$ cat src/logic/lip_pkg.sv
// Functional notes
// Indicator changes only via indicator commands
// 0xAC indicator off; 0xAD on, opens pair
// After 0xAD only register set accepted
// Register set byte ends the lock
// Low two bits set blink mode
// 0xA8 stand-by, 0xA9 sleep
// Power save keeps settings and RAM access
// Sleep stops oscillator and LCD supply
// Sleep stops all drive, outputs high
// Stand-by stops supply, oscillator runs
// Stand-by stops duty drive, indicator runs
// Blanking output low in power save
// System may cut external supplies then
// 0xE1 leaves power save, restores state
// 0x3N loads line-reversal count N
// 0xE4 returns to two-frame alternation
// Reversal reset keeps stored count
// Oscillator start needs master and internal clock
// Oscillator start is byte 0xAB
// 0xE3 is a no-operation
package lip_pkg;

  // ==========================================================
  // Command codes
  localparam logic [7:0] CMD_IND_OFF = 8'hAC;
  localparam logic [7:0] CMD_IND_ON = 8'hAD;
  localparam logic [7:0] CMD_STANDBY = 8'hA8;
  localparam logic [7:0] CMD_SLEEP = 8'hA9;
  localparam logic [7:0] CMD_PS_RELEASE = 8'hE1;
  localparam logic [7:0] CMD_REV_RESET = 8'hE4;
  localparam logic [7:0] CMD_OSC_START = 8'hAB;
  localparam logic [7:0] CMD_NOP = 8'hE3;
  localparam logic [3:0] CMD_REV_SET_HI = 4'h3;

  // ==========================================================
  // Field positions and reset values
  localparam int IND_MODE_LSB = 0;
  localparam int REV_N_LSB = 0;
  localparam logic [1:0] IND_MODE_RST = 2'h0;
  localparam logic [3:0] REV_N_RST = 4'h0;

  // Power state enumeration
  typedef enum logic [1:0] {
    LIP_RUN,
    LIP_STANDBY,
    LIP_SLEEP
  } lip_pwr_t;

endpackage

$ cat src/logic/lip_cmd.sv
`timescale 1ns/1ps
module lip_cmd (
  input wire logic REF_CLK_I, // 40 MHz clock
  input wire logic RST_B_I, // Async reset, active low
  input wire logic WR_STB_I, // One-cycle byte write strobe
  input wire logic COMMAND_DATA_SELECT_I, // Low for command bytes
  input wire logic [7:0] DATA_I, // Written byte
  input wire logic MASTER_SEL_I, // High for master operation
  input wire logic CLOCK_SOURCE_SELECT_IN_I, // High for built-in oscillator
  output logic IND_ON_O, // Indicator enabled
  output logic [1:0] IND_MODE_O, // Indicator blink mode
  output logic IND_LOCK_O, // Waiting for indicator register byte
  output logic IND_DRIVE_EN_O, // Static indicator drive enable
  output logic DUTY_DRIVE_EN_O, // Multiplexed drive enable
  output logic OSC_EN_O, // Internal oscillator enable
  output logic LCD_SUPPLY_EN_O, // LCD power supply enable
  output logic DISPLAY_BLANK_OUT_O, // Low in power save
  output logic SLEEP_O, // Sleep state
  output logic STANDBY_O, // Stand-by state
  output logic [3:0] REV_N_O, // Stored line-reversal count
  output logic REV_EN_O // N-line alternation active
);

  // ==========================================================
  // Command kinds
  // One decoded kind per accepted byte; the register update then
  // only has to look at the kind, never at raw byte patterns.
  // Data bytes and idle cycles both map to the empty kind.
  typedef enum logic [3:0] {
    KIND_NONE,
    KIND_IND_OFF,
    KIND_IND_ON,
    KIND_IND_SET,
    KIND_STANDBY,
    KIND_SLEEP,
    KIND_RELEASE,
    KIND_REV_SET,
    KIND_REV_RESET,
    KIND_OSC_START,
    KIND_NOP,
    KIND_OTHER
  } lip_kind_t;

  // ==========================================================
  // State
  // Everything the block remembers sits in this one record. The
  // power state is kept apart from the settings so that leaving
  // power save gives back exactly what was there before.
  typedef struct packed {
    logic ind_on; // Indicator enabled
    logic [1:0] ind_mode; // Indicator blink code
    logic lock; // Only the register set byte is taken
    lip_pkg::lip_pwr_t pwr; // Run, stand-by or sleep
    logic osc_run; // Oscillator has been started
    logic [3:0] rev_n; // Stored line-reversal count
    logic rev_en; // N-line alternation selected
  } lip_state_t;

  lip_state_t st;
  lip_state_t next_st;
  logic cmd;
  lip_kind_t kind;
  logic osc_ok;
  logic in_run;
  logic in_sleep;
  logic in_standby;

  // ==========================================================
  // Helper functions

  // A byte is a command when it is strobed with the select low;
  // bytes written with the select high belong to display data.
  function automatic logic is_command(input logic stb, input logic sel);
    return stb && !sel;
  endfunction

  // Upper nibble 0x3 marks the line-reversal count byte
  function automatic logic is_rev_set(input logic [7:0] b);
    return b[7:4] == lip_pkg::CMD_REV_SET_HI;
  endfunction

  // Blink code carried in the low bits of the register set byte
  function automatic logic [1:0] ind_mode_of(input logic [7:0] b);
    return b[lip_pkg::IND_MODE_LSB +: 2];
  endfunction

  // Line-reversal count carried in the low nibble
  function automatic logic [3:0] rev_count_of(input logic [7:0] b);
    return b[lip_pkg::REV_N_LSB +: 4];
  endfunction

  // A count of zero selects no n-line alternation
  function automatic logic rev_enable_of(input logic [3:0] n);
    return n != 4'h0;
  endfunction

  // The oscillator start only counts for a master on the internal clock
  function automatic logic osc_allowed(input logic ms, input logic clock_source_select_in);
    return ms && clock_source_select_in;
  endfunction

  // Power state decodes, shared by several outputs
  function automatic logic pwr_is_run(input lip_pkg::lip_pwr_t p);
    return p == lip_pkg::LIP_RUN;
  endfunction

  function automatic logic pwr_is_sleep(input lip_pkg::lip_pwr_t p);
    return p == lip_pkg::LIP_SLEEP;
  endfunction

  function automatic logic pwr_is_standby(input lip_pkg::lip_pwr_t p);
    return p == lip_pkg::LIP_STANDBY;
  endfunction

  // Byte to command kind. While the lock is open every command byte is
  // the indicator register set, whatever its value, so the lock is
  // tested before anything else, the 0x3N form included.
  function automatic lip_kind_t decode_kind(input logic [7:0] b, input logic locked);
    lip_kind_t k;
    k = KIND_OTHER;
    if (locked) begin
      k = KIND_IND_SET;
    end else if (is_rev_set(b)) begin
      k = KIND_REV_SET;
    end else begin
      case (b)
        lip_pkg::CMD_IND_OFF: begin
          k = KIND_IND_OFF;
        end
        lip_pkg::CMD_IND_ON: begin
          k = KIND_IND_ON;
        end
        lip_pkg::CMD_STANDBY: begin
          k = KIND_STANDBY;
        end
        lip_pkg::CMD_SLEEP: begin
          k = KIND_SLEEP;
        end
        lip_pkg::CMD_PS_RELEASE: begin
          k = KIND_RELEASE;
        end
        lip_pkg::CMD_REV_RESET: begin
          k = KIND_REV_RESET;
        end
        lip_pkg::CMD_OSC_START: begin
          k = KIND_OSC_START;
        end
        lip_pkg::CMD_NOP: begin
          k = KIND_NOP;
        end
        default: begin
          k = KIND_OTHER;
        end
      endcase
    end
    return k;
  endfunction

  // ==========================================================
  // Next-state helpers

  // Power state after a command. Entering one power save state from
  // the other is allowed; release while running changes nothing.
  function automatic lip_pkg::lip_pwr_t pwr_after(input lip_pkg::lip_pwr_t p, input lip_kind_t k);
    lip_pkg::lip_pwr_t n;
    n = p;
    case (k)
      KIND_STANDBY: begin
        n = lip_pkg::LIP_STANDBY;
      end
      KIND_SLEEP: begin
        n = lip_pkg::LIP_SLEEP;
      end
      KIND_RELEASE: begin
        n = lip_pkg::LIP_RUN;
      end
      default: begin
        n = p;
      end
    endcase
    return n;
  endfunction

  // Indicator on flag, moved only by the indicator commands
  function automatic logic ind_on_after(input logic on, input lip_kind_t k);
    logic n;
    n = on;
    case (k)
      KIND_IND_OFF: begin
        n = 1'h0;
      end
      KIND_IND_ON: begin
        n = 1'h1;
      end
      default: begin
        n = on;
      end
    endcase
    return n;
  endfunction

  // Lock opens on the indicator on byte and closes on the next command
  function automatic logic lock_after(input logic lk, input lip_kind_t k);
    logic n;
    n = lk;
    case (k)
      KIND_IND_ON: begin
        n = 1'h1;
      end
      KIND_IND_SET: begin
        n = 1'h0;
      end
      default: begin
        n = lk;
      end
    endcase
    return n;
  endfunction

  // N-line alternation: set by a nonzero count byte, cleared by a zero count or the reset byte
  function automatic logic rev_en_after(input logic en, input lip_kind_t k, input logic [7:0] b);
    logic n;
    n = en;
    case (k)
      KIND_REV_SET: begin
        n = rev_enable_of(rev_count_of(b));
      end
      KIND_REV_RESET: begin
        n = 1'h0;
      end
      default: begin
        n = en;
      end
    endcase
    return n;
  endfunction

  // Oscillator run flag: an allowed start sets it, nothing clears it
  function automatic logic osc_after(input logic run, input lip_kind_t k, input logic ok);
    logic n;
    n = run;
    if (k == KIND_OSC_START && ok) begin
      n = 1'h1;
    end
    return n;
  endfunction

  // Blink code: only the register set byte loads it
  function automatic logic [1:0] mode_after(input logic [1:0] m, input lip_kind_t k, input logic [7:0] b);
    logic [1:0] n;
    n = m;
    if (k == KIND_IND_SET) begin
      n = ind_mode_of(b);
    end
    return n;
  endfunction

  // Stored count: only a count byte loads it, the reset byte keeps it
  function automatic logic [3:0] rev_n_after(input logic [3:0] c, input lip_kind_t k, input logic [7:0] b);
    logic [3:0] n;
    n = c;
    if (k == KIND_REV_SET) begin
      n = rev_count_of(b);
    end
    return n;
  endfunction

  // ==========================================================
  // Command decode

  // Qualify the strobe and classify the byte in the same cycle
  assign cmd = is_command(WR_STB_I, COMMAND_DATA_SELECT_I);
  assign kind = cmd ? decode_kind(DATA_I, st.lock) : KIND_NONE;
  assign osc_ok = osc_allowed(MASTER_SEL_I, CLOCK_SOURCE_SELECT_IN_I);

  // Next state, field by field. Fields a command does not name carry
  // over, which keeps settings intact across power save and makes
  // unknown bytes and data bytes harmless.
  always_comb begin
    next_st = st;
    next_st.ind_on = ind_on_after(st.ind_on, kind);
    next_st.lock = lock_after(st.lock, kind);
    next_st.ind_mode = mode_after(st.ind_mode, kind, DATA_I);
    next_st.pwr = pwr_after(st.pwr, kind);
    next_st.rev_n = rev_n_after(st.rev_n, kind, DATA_I);
    next_st.rev_en = rev_en_after(st.rev_en, kind, DATA_I);
    next_st.osc_run = osc_after(st.osc_run, kind, osc_ok);
  end

  // ==========================================================
  // State register

  // Reset puts the block in run with every setting cleared and the
  // oscillator stopped until it is started by command.
  always_ff @(posedge REF_CLK_I or negedge RST_B_I) begin
    if (!RST_B_I) begin
      st.ind_on <= 1'h0;
      st.ind_mode <= lip_pkg::IND_MODE_RST;
      st.lock <= 1'h0;
      st.pwr <= lip_pkg::LIP_RUN;
      st.osc_run <= 1'h0;
      st.rev_n <= lip_pkg::REV_N_RST;
      st.rev_en <= 1'h0;
    end else begin
      st <= next_st;
    end
  end

  // ==========================================================
  // Power view

  // Decoded once and shared by the outputs below
  assign in_run = pwr_is_run(st.pwr);
  assign in_sleep = pwr_is_sleep(st.pwr);
  assign in_standby = pwr_is_standby(st.pwr);

  // ==========================================================
  // Outputs

  // Settings as stored; power save leaves them alone
  assign IND_ON_O = st.ind_on;
  assign IND_MODE_O = st.ind_mode;
  assign IND_LOCK_O = st.lock;
  assign REV_N_O = st.rev_n;
  assign REV_EN_O = st.rev_en;

  // Power state flags
  assign SLEEP_O = in_sleep;
  assign STANDBY_O = in_standby;

  // Oscillator stops in sleep and runs on in stand-by
  assign OSC_EN_O = st.osc_run && !in_sleep;

  // LCD supply only in run
  assign LCD_SUPPLY_EN_O = in_run;

  // Duty drive stops in either power save state
  assign DUTY_DRIVE_EN_O = in_run;

  // Static indicator drive stops in sleep only, so stand-by
  // still shows the indicator at minimum current
  assign IND_DRIVE_EN_O = st.ind_on && !in_sleep;

  // Blanking output goes low on entering power save, so it can
  // switch off external supplies
  assign DISPLAY_BLANK_OUT_O = in_run;

endmodule

$ cat config.mk
export PLATFORM = sky130hd
export DESIGN_NAME = lip_cmd
export DESIGN_NICKNAME = d
export VERILOG_FILES = /design/src/logic/lip_pkg.sv /design/src/logic/lip_cmd.sv
export SDC_FILE = /design/constraint.sdc
export NUM_CORES = 1
export LEC_CHECK = 0
export BUFFER_PORTS_ARGS = -buffer_cell sky130_fd_sc_hd__buf_2
export CORE_MARGIN = 2
export CORE_UTILIZATION = 46
export CTS_BUF_LIST = sky130_fd_sc_hd__clkbuf_8
export DETAILED_ROUTE_END_ITERATION = 6
export HOLD_SLACK_MARGIN = 0.1
export PLACE_DENSITY = 0.84
export SYNTH_ARGS = -nofsm -noshare
export SYNTH_HDL_FRONTEND = slang
export SYNTH_SLANG_ARGS = --single-unit
$ cat constraint.sdc
create_clock -name REF_CLK_I -period 2.6 [get_ports REF_CLK_I]
set_clock_uncertainty 0.05 [all_clocks]
set_input_delay 0.26 -clock REF_CLK_I [delete_from_list [all_inputs] [get_ports REF_CLK_I]]
set_output_delay 0.26 -clock REF_CLK_I [all_outputs]
set_load 0.1 [all_outputs]
==> flow_metrics.py, run 1 <==
metrics = {
    "cts": {
        "cts_resized": 0,
        "cts-htree-levels": 1,
        "cts_buffer_depth": 2,
        "tritoncts": "done",
        "cts_inserted_buffers": 3,
        "clk_latency_ps": 240,
        "cts_root_buf": "clkbuf_8",
        "cts_sinks": 12,
        "clk_pin_slew_ps": 50,
        "cts_setup_buffers": 0,
        "ctsHoldBuffers": 1,
    },
    "routing": {
        "vias_per_cell": 5.35,
        "wl_per_cell_um": 12.7,
        "drtAntennaViolNets": 0,
        "dr.pass1.iters": 4,
        "drc": 0,
        "drt_iter0_drc": 31,
        "vias": 690,
        "routed_wl_um": 1640,
    },
    "cells_and_area": {
        "final_layout_size_suffix_gt1_frac": 0.394,
        "num_antenna_cells": 0,
        "layout.nets": 120,
        "final_util": 0.570,
        "areaGrowthSynthToFinish_pct": 18.4,
    },
    "critical_path": {
        "cp-end-kind": "register",
        "crit_type": "input pin to register",
        "crit_fanout": 6,
        "worstPathRequired_ps": 2670,
        "worstSetupStartpointType": "input pin",
        "worstPathArrival_ps": 1710,
    },
    "synth": {
        "ys_async_sr_fraction": 1.00,
        "synth_edf_count": 0,
        "synth_top_area_frac": 0.365,
        "synthDistinctLibCells": 37,
        "yosys_register_bits": 12,
        "ys_seq_area_frac": 0.365,
        "synth_common_cells": "dfrtp_1 (12), buf_4 (9), nand2b_1 (6), a21oi_1 (4), mux2_4 (4)",
        "syn_inst": 82,
        "syn_area_per_cell_um2": 10.0,
        "synth_most_common_cell": "dfrtp_1",
        "syn_area_um2": 822,
        "synth_top_flop_cell": "dfrtp_1",
        "yosysWarnings": 0,
        "syn_nets": 96,
        "synthTopCellsByArea": "dfrtp_1 (37%), buf_4 (8.2%), mux2_4 (7.3%)",
        "synth_top_area_cell": "dfrtp_1",
    },
    "sta": {
        "rsz0062_at_grt": "false",
        "hold_violations": 0,
        "period_needed_ps": 1640,
        "setup_viol": 0,
        "tns_ps": 0,
        "finalCritPeriodShare": 0.629,
        "fmax_mhz": 611,
        "tightest_slew_ps": 490,
        "slew_headroom": 0.676,
        "worst_slack_ps": 963,
        "slew_violations": 0,
    },
    "die": {
        "core_um2": 1710,
        "die-area_um2": 2140,
        "io_pins": 30,
        "num_rows": 15,
        "die_h_um": 46.3,
        "initial_core_util": 0.481,
        "die_width_um": 46.3,
    },
    "run_status": {
        "status": "finished, final reports clean",
    },
    "grt": {
        "antenna_found_initial": 0,
        "grt_pass1_wl_um": 2590,
        "grt_max_degree": 13,
        "grt_usage": 0.169,
        "grt_pass1_vias": 597,
        "grt_overflow_total": 0,
    },
    "power": {
        "p_switching_w": 0.000325,
        "vdd_drop_max_mv": 0.300,
        "leakagePower_nw": 0.498,
        "combPwrFrac": 0.444,
        "clockPowerShare": 0.237,
        "p_int_w": 0.000372,
        "netSwitchingFraction": 0.466,
        "power.density_nw_per_um2": 715,
        "power_frac_seq": 0.319,
    },
    "placement": {
        "place.gp.congestion": 0.953,
        "post-place-ws_ps": 732,
        "dpl.hpwl_um": 1310,
        "numPortBuffers": 29,
    },
    "run": {
        "cap_violations": 0,
    },
    "min_path": {
        "hold_class": "input pin to register",
    },
}
[path summary, 6_finish.rpt]
kind	startpoint	end	slack (ps)	cells past startpoint
max	DATA_I[6]	st[6]	960	5
min	CLOCK_SOURCE_SELECT_IN_I	st[5]	240	3
max reg2reg	IND_LOCK_O	IND_ON_O	1110	4
min reg2reg	st[5]	st[5]	430	1
max in group asynchronous	RST_B_I	REV_N_O[0]	1920	2
min in group asynchronous	RST_B_I	REV_EN_O	370	2
[state kept, by name (all words and copies together) (netlist names)]
signal,cells
REV_N_O,4
st,3
IND_MODE_O,2
IND_LOCK_O,1
IND_ON_O,1
REV_EN_O,1
[power by group through the flow]
| stage | registers, W | clock network (W) | logic (W) |
|---|---|---|---|
| 2_1_floorplan | 0.000252 | 0 | 0.000257 |
| 3_3_place_gp | 0.000224 | 0 | 0.000306 |
| 3_5_place_dp | 0.000226 | 0 | 0.000309 |
| 4_1_cts | 0.000223 | 0.000165 | 0.000310 |
| 5_1_grt | 0.000226 | 0.000174 | 0.000320 |
| 6_report | 0.000222 | 0.000165 | 0.000309 |
[cells by family (layout without fill, tap and decap cells)]
kind of cell    Yosys count  count (layout)  synth area share
simple gates             32              32             0.250
compound gates           16              16             0.154
buf+inv                  14              36             0.107
flops                    12              12             0.365
mux                       7               7             0.114
xor+xnor                  1               1            0.0107
[layer usage]
metal | up-vias | track usage | share of wire
li1 | 333 | - | -
met1 | 324 | 0.224 | 0.46
met2 | 28 | 0.264 | 0.48
met3 | 5 | 0.0235 | 0.043
met4 | 0 | 0.0914 | 0.023
met5 | - | 0 | 0
[final cells by class]
cell class / instances / area, µm²
clock buffers: 3 / 41.3
repair buffers: 30 / 155
flip-flops and latches: 12 / 300
well taps: 25 / 31.3
inverters: 3 / 11.3
fillers: 150 / 734
multi-input cells: 56 / 434
[metrics by stage]
stage / area [µm²] / hold WS [ps] / cells / power [W]
after floorplan: 822 / -85.6 / 82 / 0.000509
after global placement: 922 / 94.4 / 125 / 0.000530
after detailed placement: 922 / 102 / 125 / 0.000535
after CTS: 973 / 229 / 129 / 0.000698
after global routing: 973 / 234 / 129 / 0.000720
final: 973 / 238 / 129 / 0.000696
[placed cells by master, fill, tap and decap left out, types with 2 or more instances in the layout]
cell type  netlist  final
nor2_1           3      3
clkbuf_8         0      3
buf_2            1     29
mux2_2           3      3
nand3b_1         2      2
and2_1           2      2
o21ai_0          2      2
nor2b_1          2      2
nand2b_1         6      6
inv_1            3      3
a21oi_1          4      4
nand3_1          3      3
nor4_1           2      2
dfrtp_1         12     12
nand4_1          3      3
mux2_4           4      4
[critical path, stage by stage]
cell and delay, ps:
buf_2 130, nand2b_1 200, a2111o_1 450, nor3_1 290
mux2_2 370
(Power assumes the default switching activity.)
==> run 2, diff against run 1 <==
==> constraint.sdc (replaced) <==
create_clock -name REF_CLK_I -period 1.6 [get_ports REF_CLK_I]
set_clock_uncertainty 0.05 [all_clocks]
set_input_delay 0.16 -clock REF_CLK_I [delete_from_list [all_inputs] [get_ports REF_CLK_I]]
set_output_delay 0.16 -clock REF_CLK_I [all_outputs]
set_load 0.1 [all_outputs]
==> flow_metrics.py, run 2 (synthesis results as in run 1) <==
metrics = {
    "cells_and_area": {
        "final_common_cell": "buf_2",
        "final_cell_mix": "buf_2 (27), buf_4 (17), dfrtp_1 (10), nand2b_1 (6)",
        "multi_input_area_um2": 467,
        "areaGrowthSynthToFinish_pct": 43.8,
        "layout.nets": 137,
        "post-route-cell-area_um2": 1180,
        "final_layout_size_suffix_gt1_frac": 0.557,
        "regArea_um2": 305,
        "num_antenna_cells": 0,
        "largest_reg_flops": 4,
        "n_fill_cell": 128,
    },
    "critical_path": {
        "crit_family": "flip-flops",
        "reg2regPathDepth": 4,
        "crit_fanout": 6,
        "path_cells": "a21oi_1, nand3_2, nand2_4, mux2_4",
        "worstPathRequired_ps": 1690,
        "cp_slowest_stage_delay_ps": 510,
        "cp_slowest_cell": "dfrtp_4",
        "worstSetupStartpointType": "register",
        "crit_type": "register to register",
        "worstPathArrival_ps": 1660,
        "cp-end-kind": "register",
        "critPathBufInv": 0,
        "path_depth": 4,
    },
    "sta": {
        "setup_viol": 0,
        "period_needed_ps": 1580,
        "worst_slack_ps": 24.4,
        "tns_ps": 0,
        "fmax_mhz": 635,
        "slew_violations": 0,
        "slew_headroom": 0.668,
        "hold_violations": 0,
        "finalCritPeriodShare": 0.985,
        "tightest_slew_ps": 502,
        "hold_slack_ps": 111,
    },
    "die": {
        "die_width_um": 46.3,
        "io_pins": 30,
        "die_h_um": 46.3,
        "initial_core_util": 0.481,
        "core_um2": 1710,
        "die-area_um2": 2140,
        "num_rows": 15,
    },
    "run": {
        "cap_violations": 0,
    },
    "power": {
        "vdd_drop_max_mv": 0.624,
        "netSwitchingFraction": 0.457,
        "combPwrFrac": 0.431,
        "power_frac_seq": 0.290,
        "clockPowerShare": 0.279,
        "power.density_nw_per_um2": 1060,
        "leakagePower_nw": 0.591,
        "p_int_w": 0.000681,
        "p_switching_w": 0.000574,
    },
    "placement": {
        "numPortBuffers": 29,
        "post-place-ws_ps": -145,
        "placed_area_um2": 1100,
        "dpl.hpwl_um": 1660,
        "place.gp.congestion": 0.872,
    },
    "cts": {
        "clk_latency_ps": 250,
        "cts-htree-levels": 1,
        "cts_setup_buffers": 0,
        "cts_root_buf": "clkbuf_8",
        "cts_buffer_depth": 2,
        "cts_inserted_buffers": 3,
        "tritoncts": "done",
        "clk_pin_slew_ps": 60,
        "cts_sinks": 12,
    },
    "routing": {
        "vias": 818,
        "wl_per_cell_um": 15.8,
        "drtAntennaViolNets": 0,
        "drt_iter0_drc": 18,
        "drc": 0,
        "dr.pass1.iters": 4,
        "vias_per_cell": 5.56,
        "routed_wl_um": 2330,
    },
    "grt": {
        "grt_pass1_vias": 778,
        "antenna_found_initial": 0,
        "grt_usage": 0.240,
        "grt_overflow_total": 0,
        "grt_max_degree": 13,
        "grt_pass1_wl_um": 3440,
    },
    "min_path": {
        "hold_depth": 3,
        "hold_class": "input pin to register",
    },
    "run_status": {
        "status": "finished, final reports clean",
    },
}
run 2: worst min-delay path, delay by kind of cell:
family | cells | cell delay, ps
AO/OA/AOI/OAI | 1 | 60
buffers and inverters | 1 | 100
AND/OR/NAND/NOR | 1 | 50
run 2: metrics by stage:
stage | utilization | power (W) | std cells
after floorplan | - | 0.000832 | 82
after global placement | 0.642 | 0.000892 | 142
after detailed placement | 0.642 | 0.000901 | 142
after CTS | 0.683 | 0.00124 | 147
after global routing | 0.692 | 0.00128 | 147
final | 0.692 | 0.00126 | 147
run 2: what timing repair did:
action | in CTS | in global routing
endpoints found under the hold margin | 12 | 0
setup endpoints to repair | 1 | 5
gates resized for setup | 1 | 3
hold buffers | 1 | 0
cloned | 0 | 0
run 2: power groups by stage:
stage	Sequential (W)	Clock (W)	Combinational, W
6_report	0.000364	0.000351	0.000541
5_1_grt	0.000368	0.000353	0.000560
4_1_cts	0.000363	0.000343	0.000536
3_5_place_dp	0.000369	0	0.000532
3_3_place_gp	0.000367	0	0.000525
2_1_floorplan	0.000412	0	0.000419
run 2: path summary, 6_finish.rpt:
check | end | from | slack, ps
worst max-delay path | REV_N_O[3] | IND_LOCK_O | 20
worst min-delay path | st[5] | CLOCK_SOURCE_SELECT_IN_I | 110
worst max register to register | REV_N_O[3] | IND_LOCK_O | 20
worst min register to register | st[5] | st[5] | 460
max in group asynchronous | IND_LOCK_O | RST_B_I | 1000
min in group asynchronous | st[5] | RST_B_I | 260
run 2: cell type report:
type,instances,area share
multi-input combinational,56,0.395
timing repair buffer,47,0.265
sequential,12,0.258
clock buffer,4,0.0466
tap,25,0.0265
inverter,3,0.00952
run 2: routing by layer:
metal | part of all wire | track usage
met2 | 0.47 | 0.381
met1 | 0.40 | 0.272
met3 | 0.073 | 0.0549
met5 | 0 | 0
met4 | 0.060 | 0.194
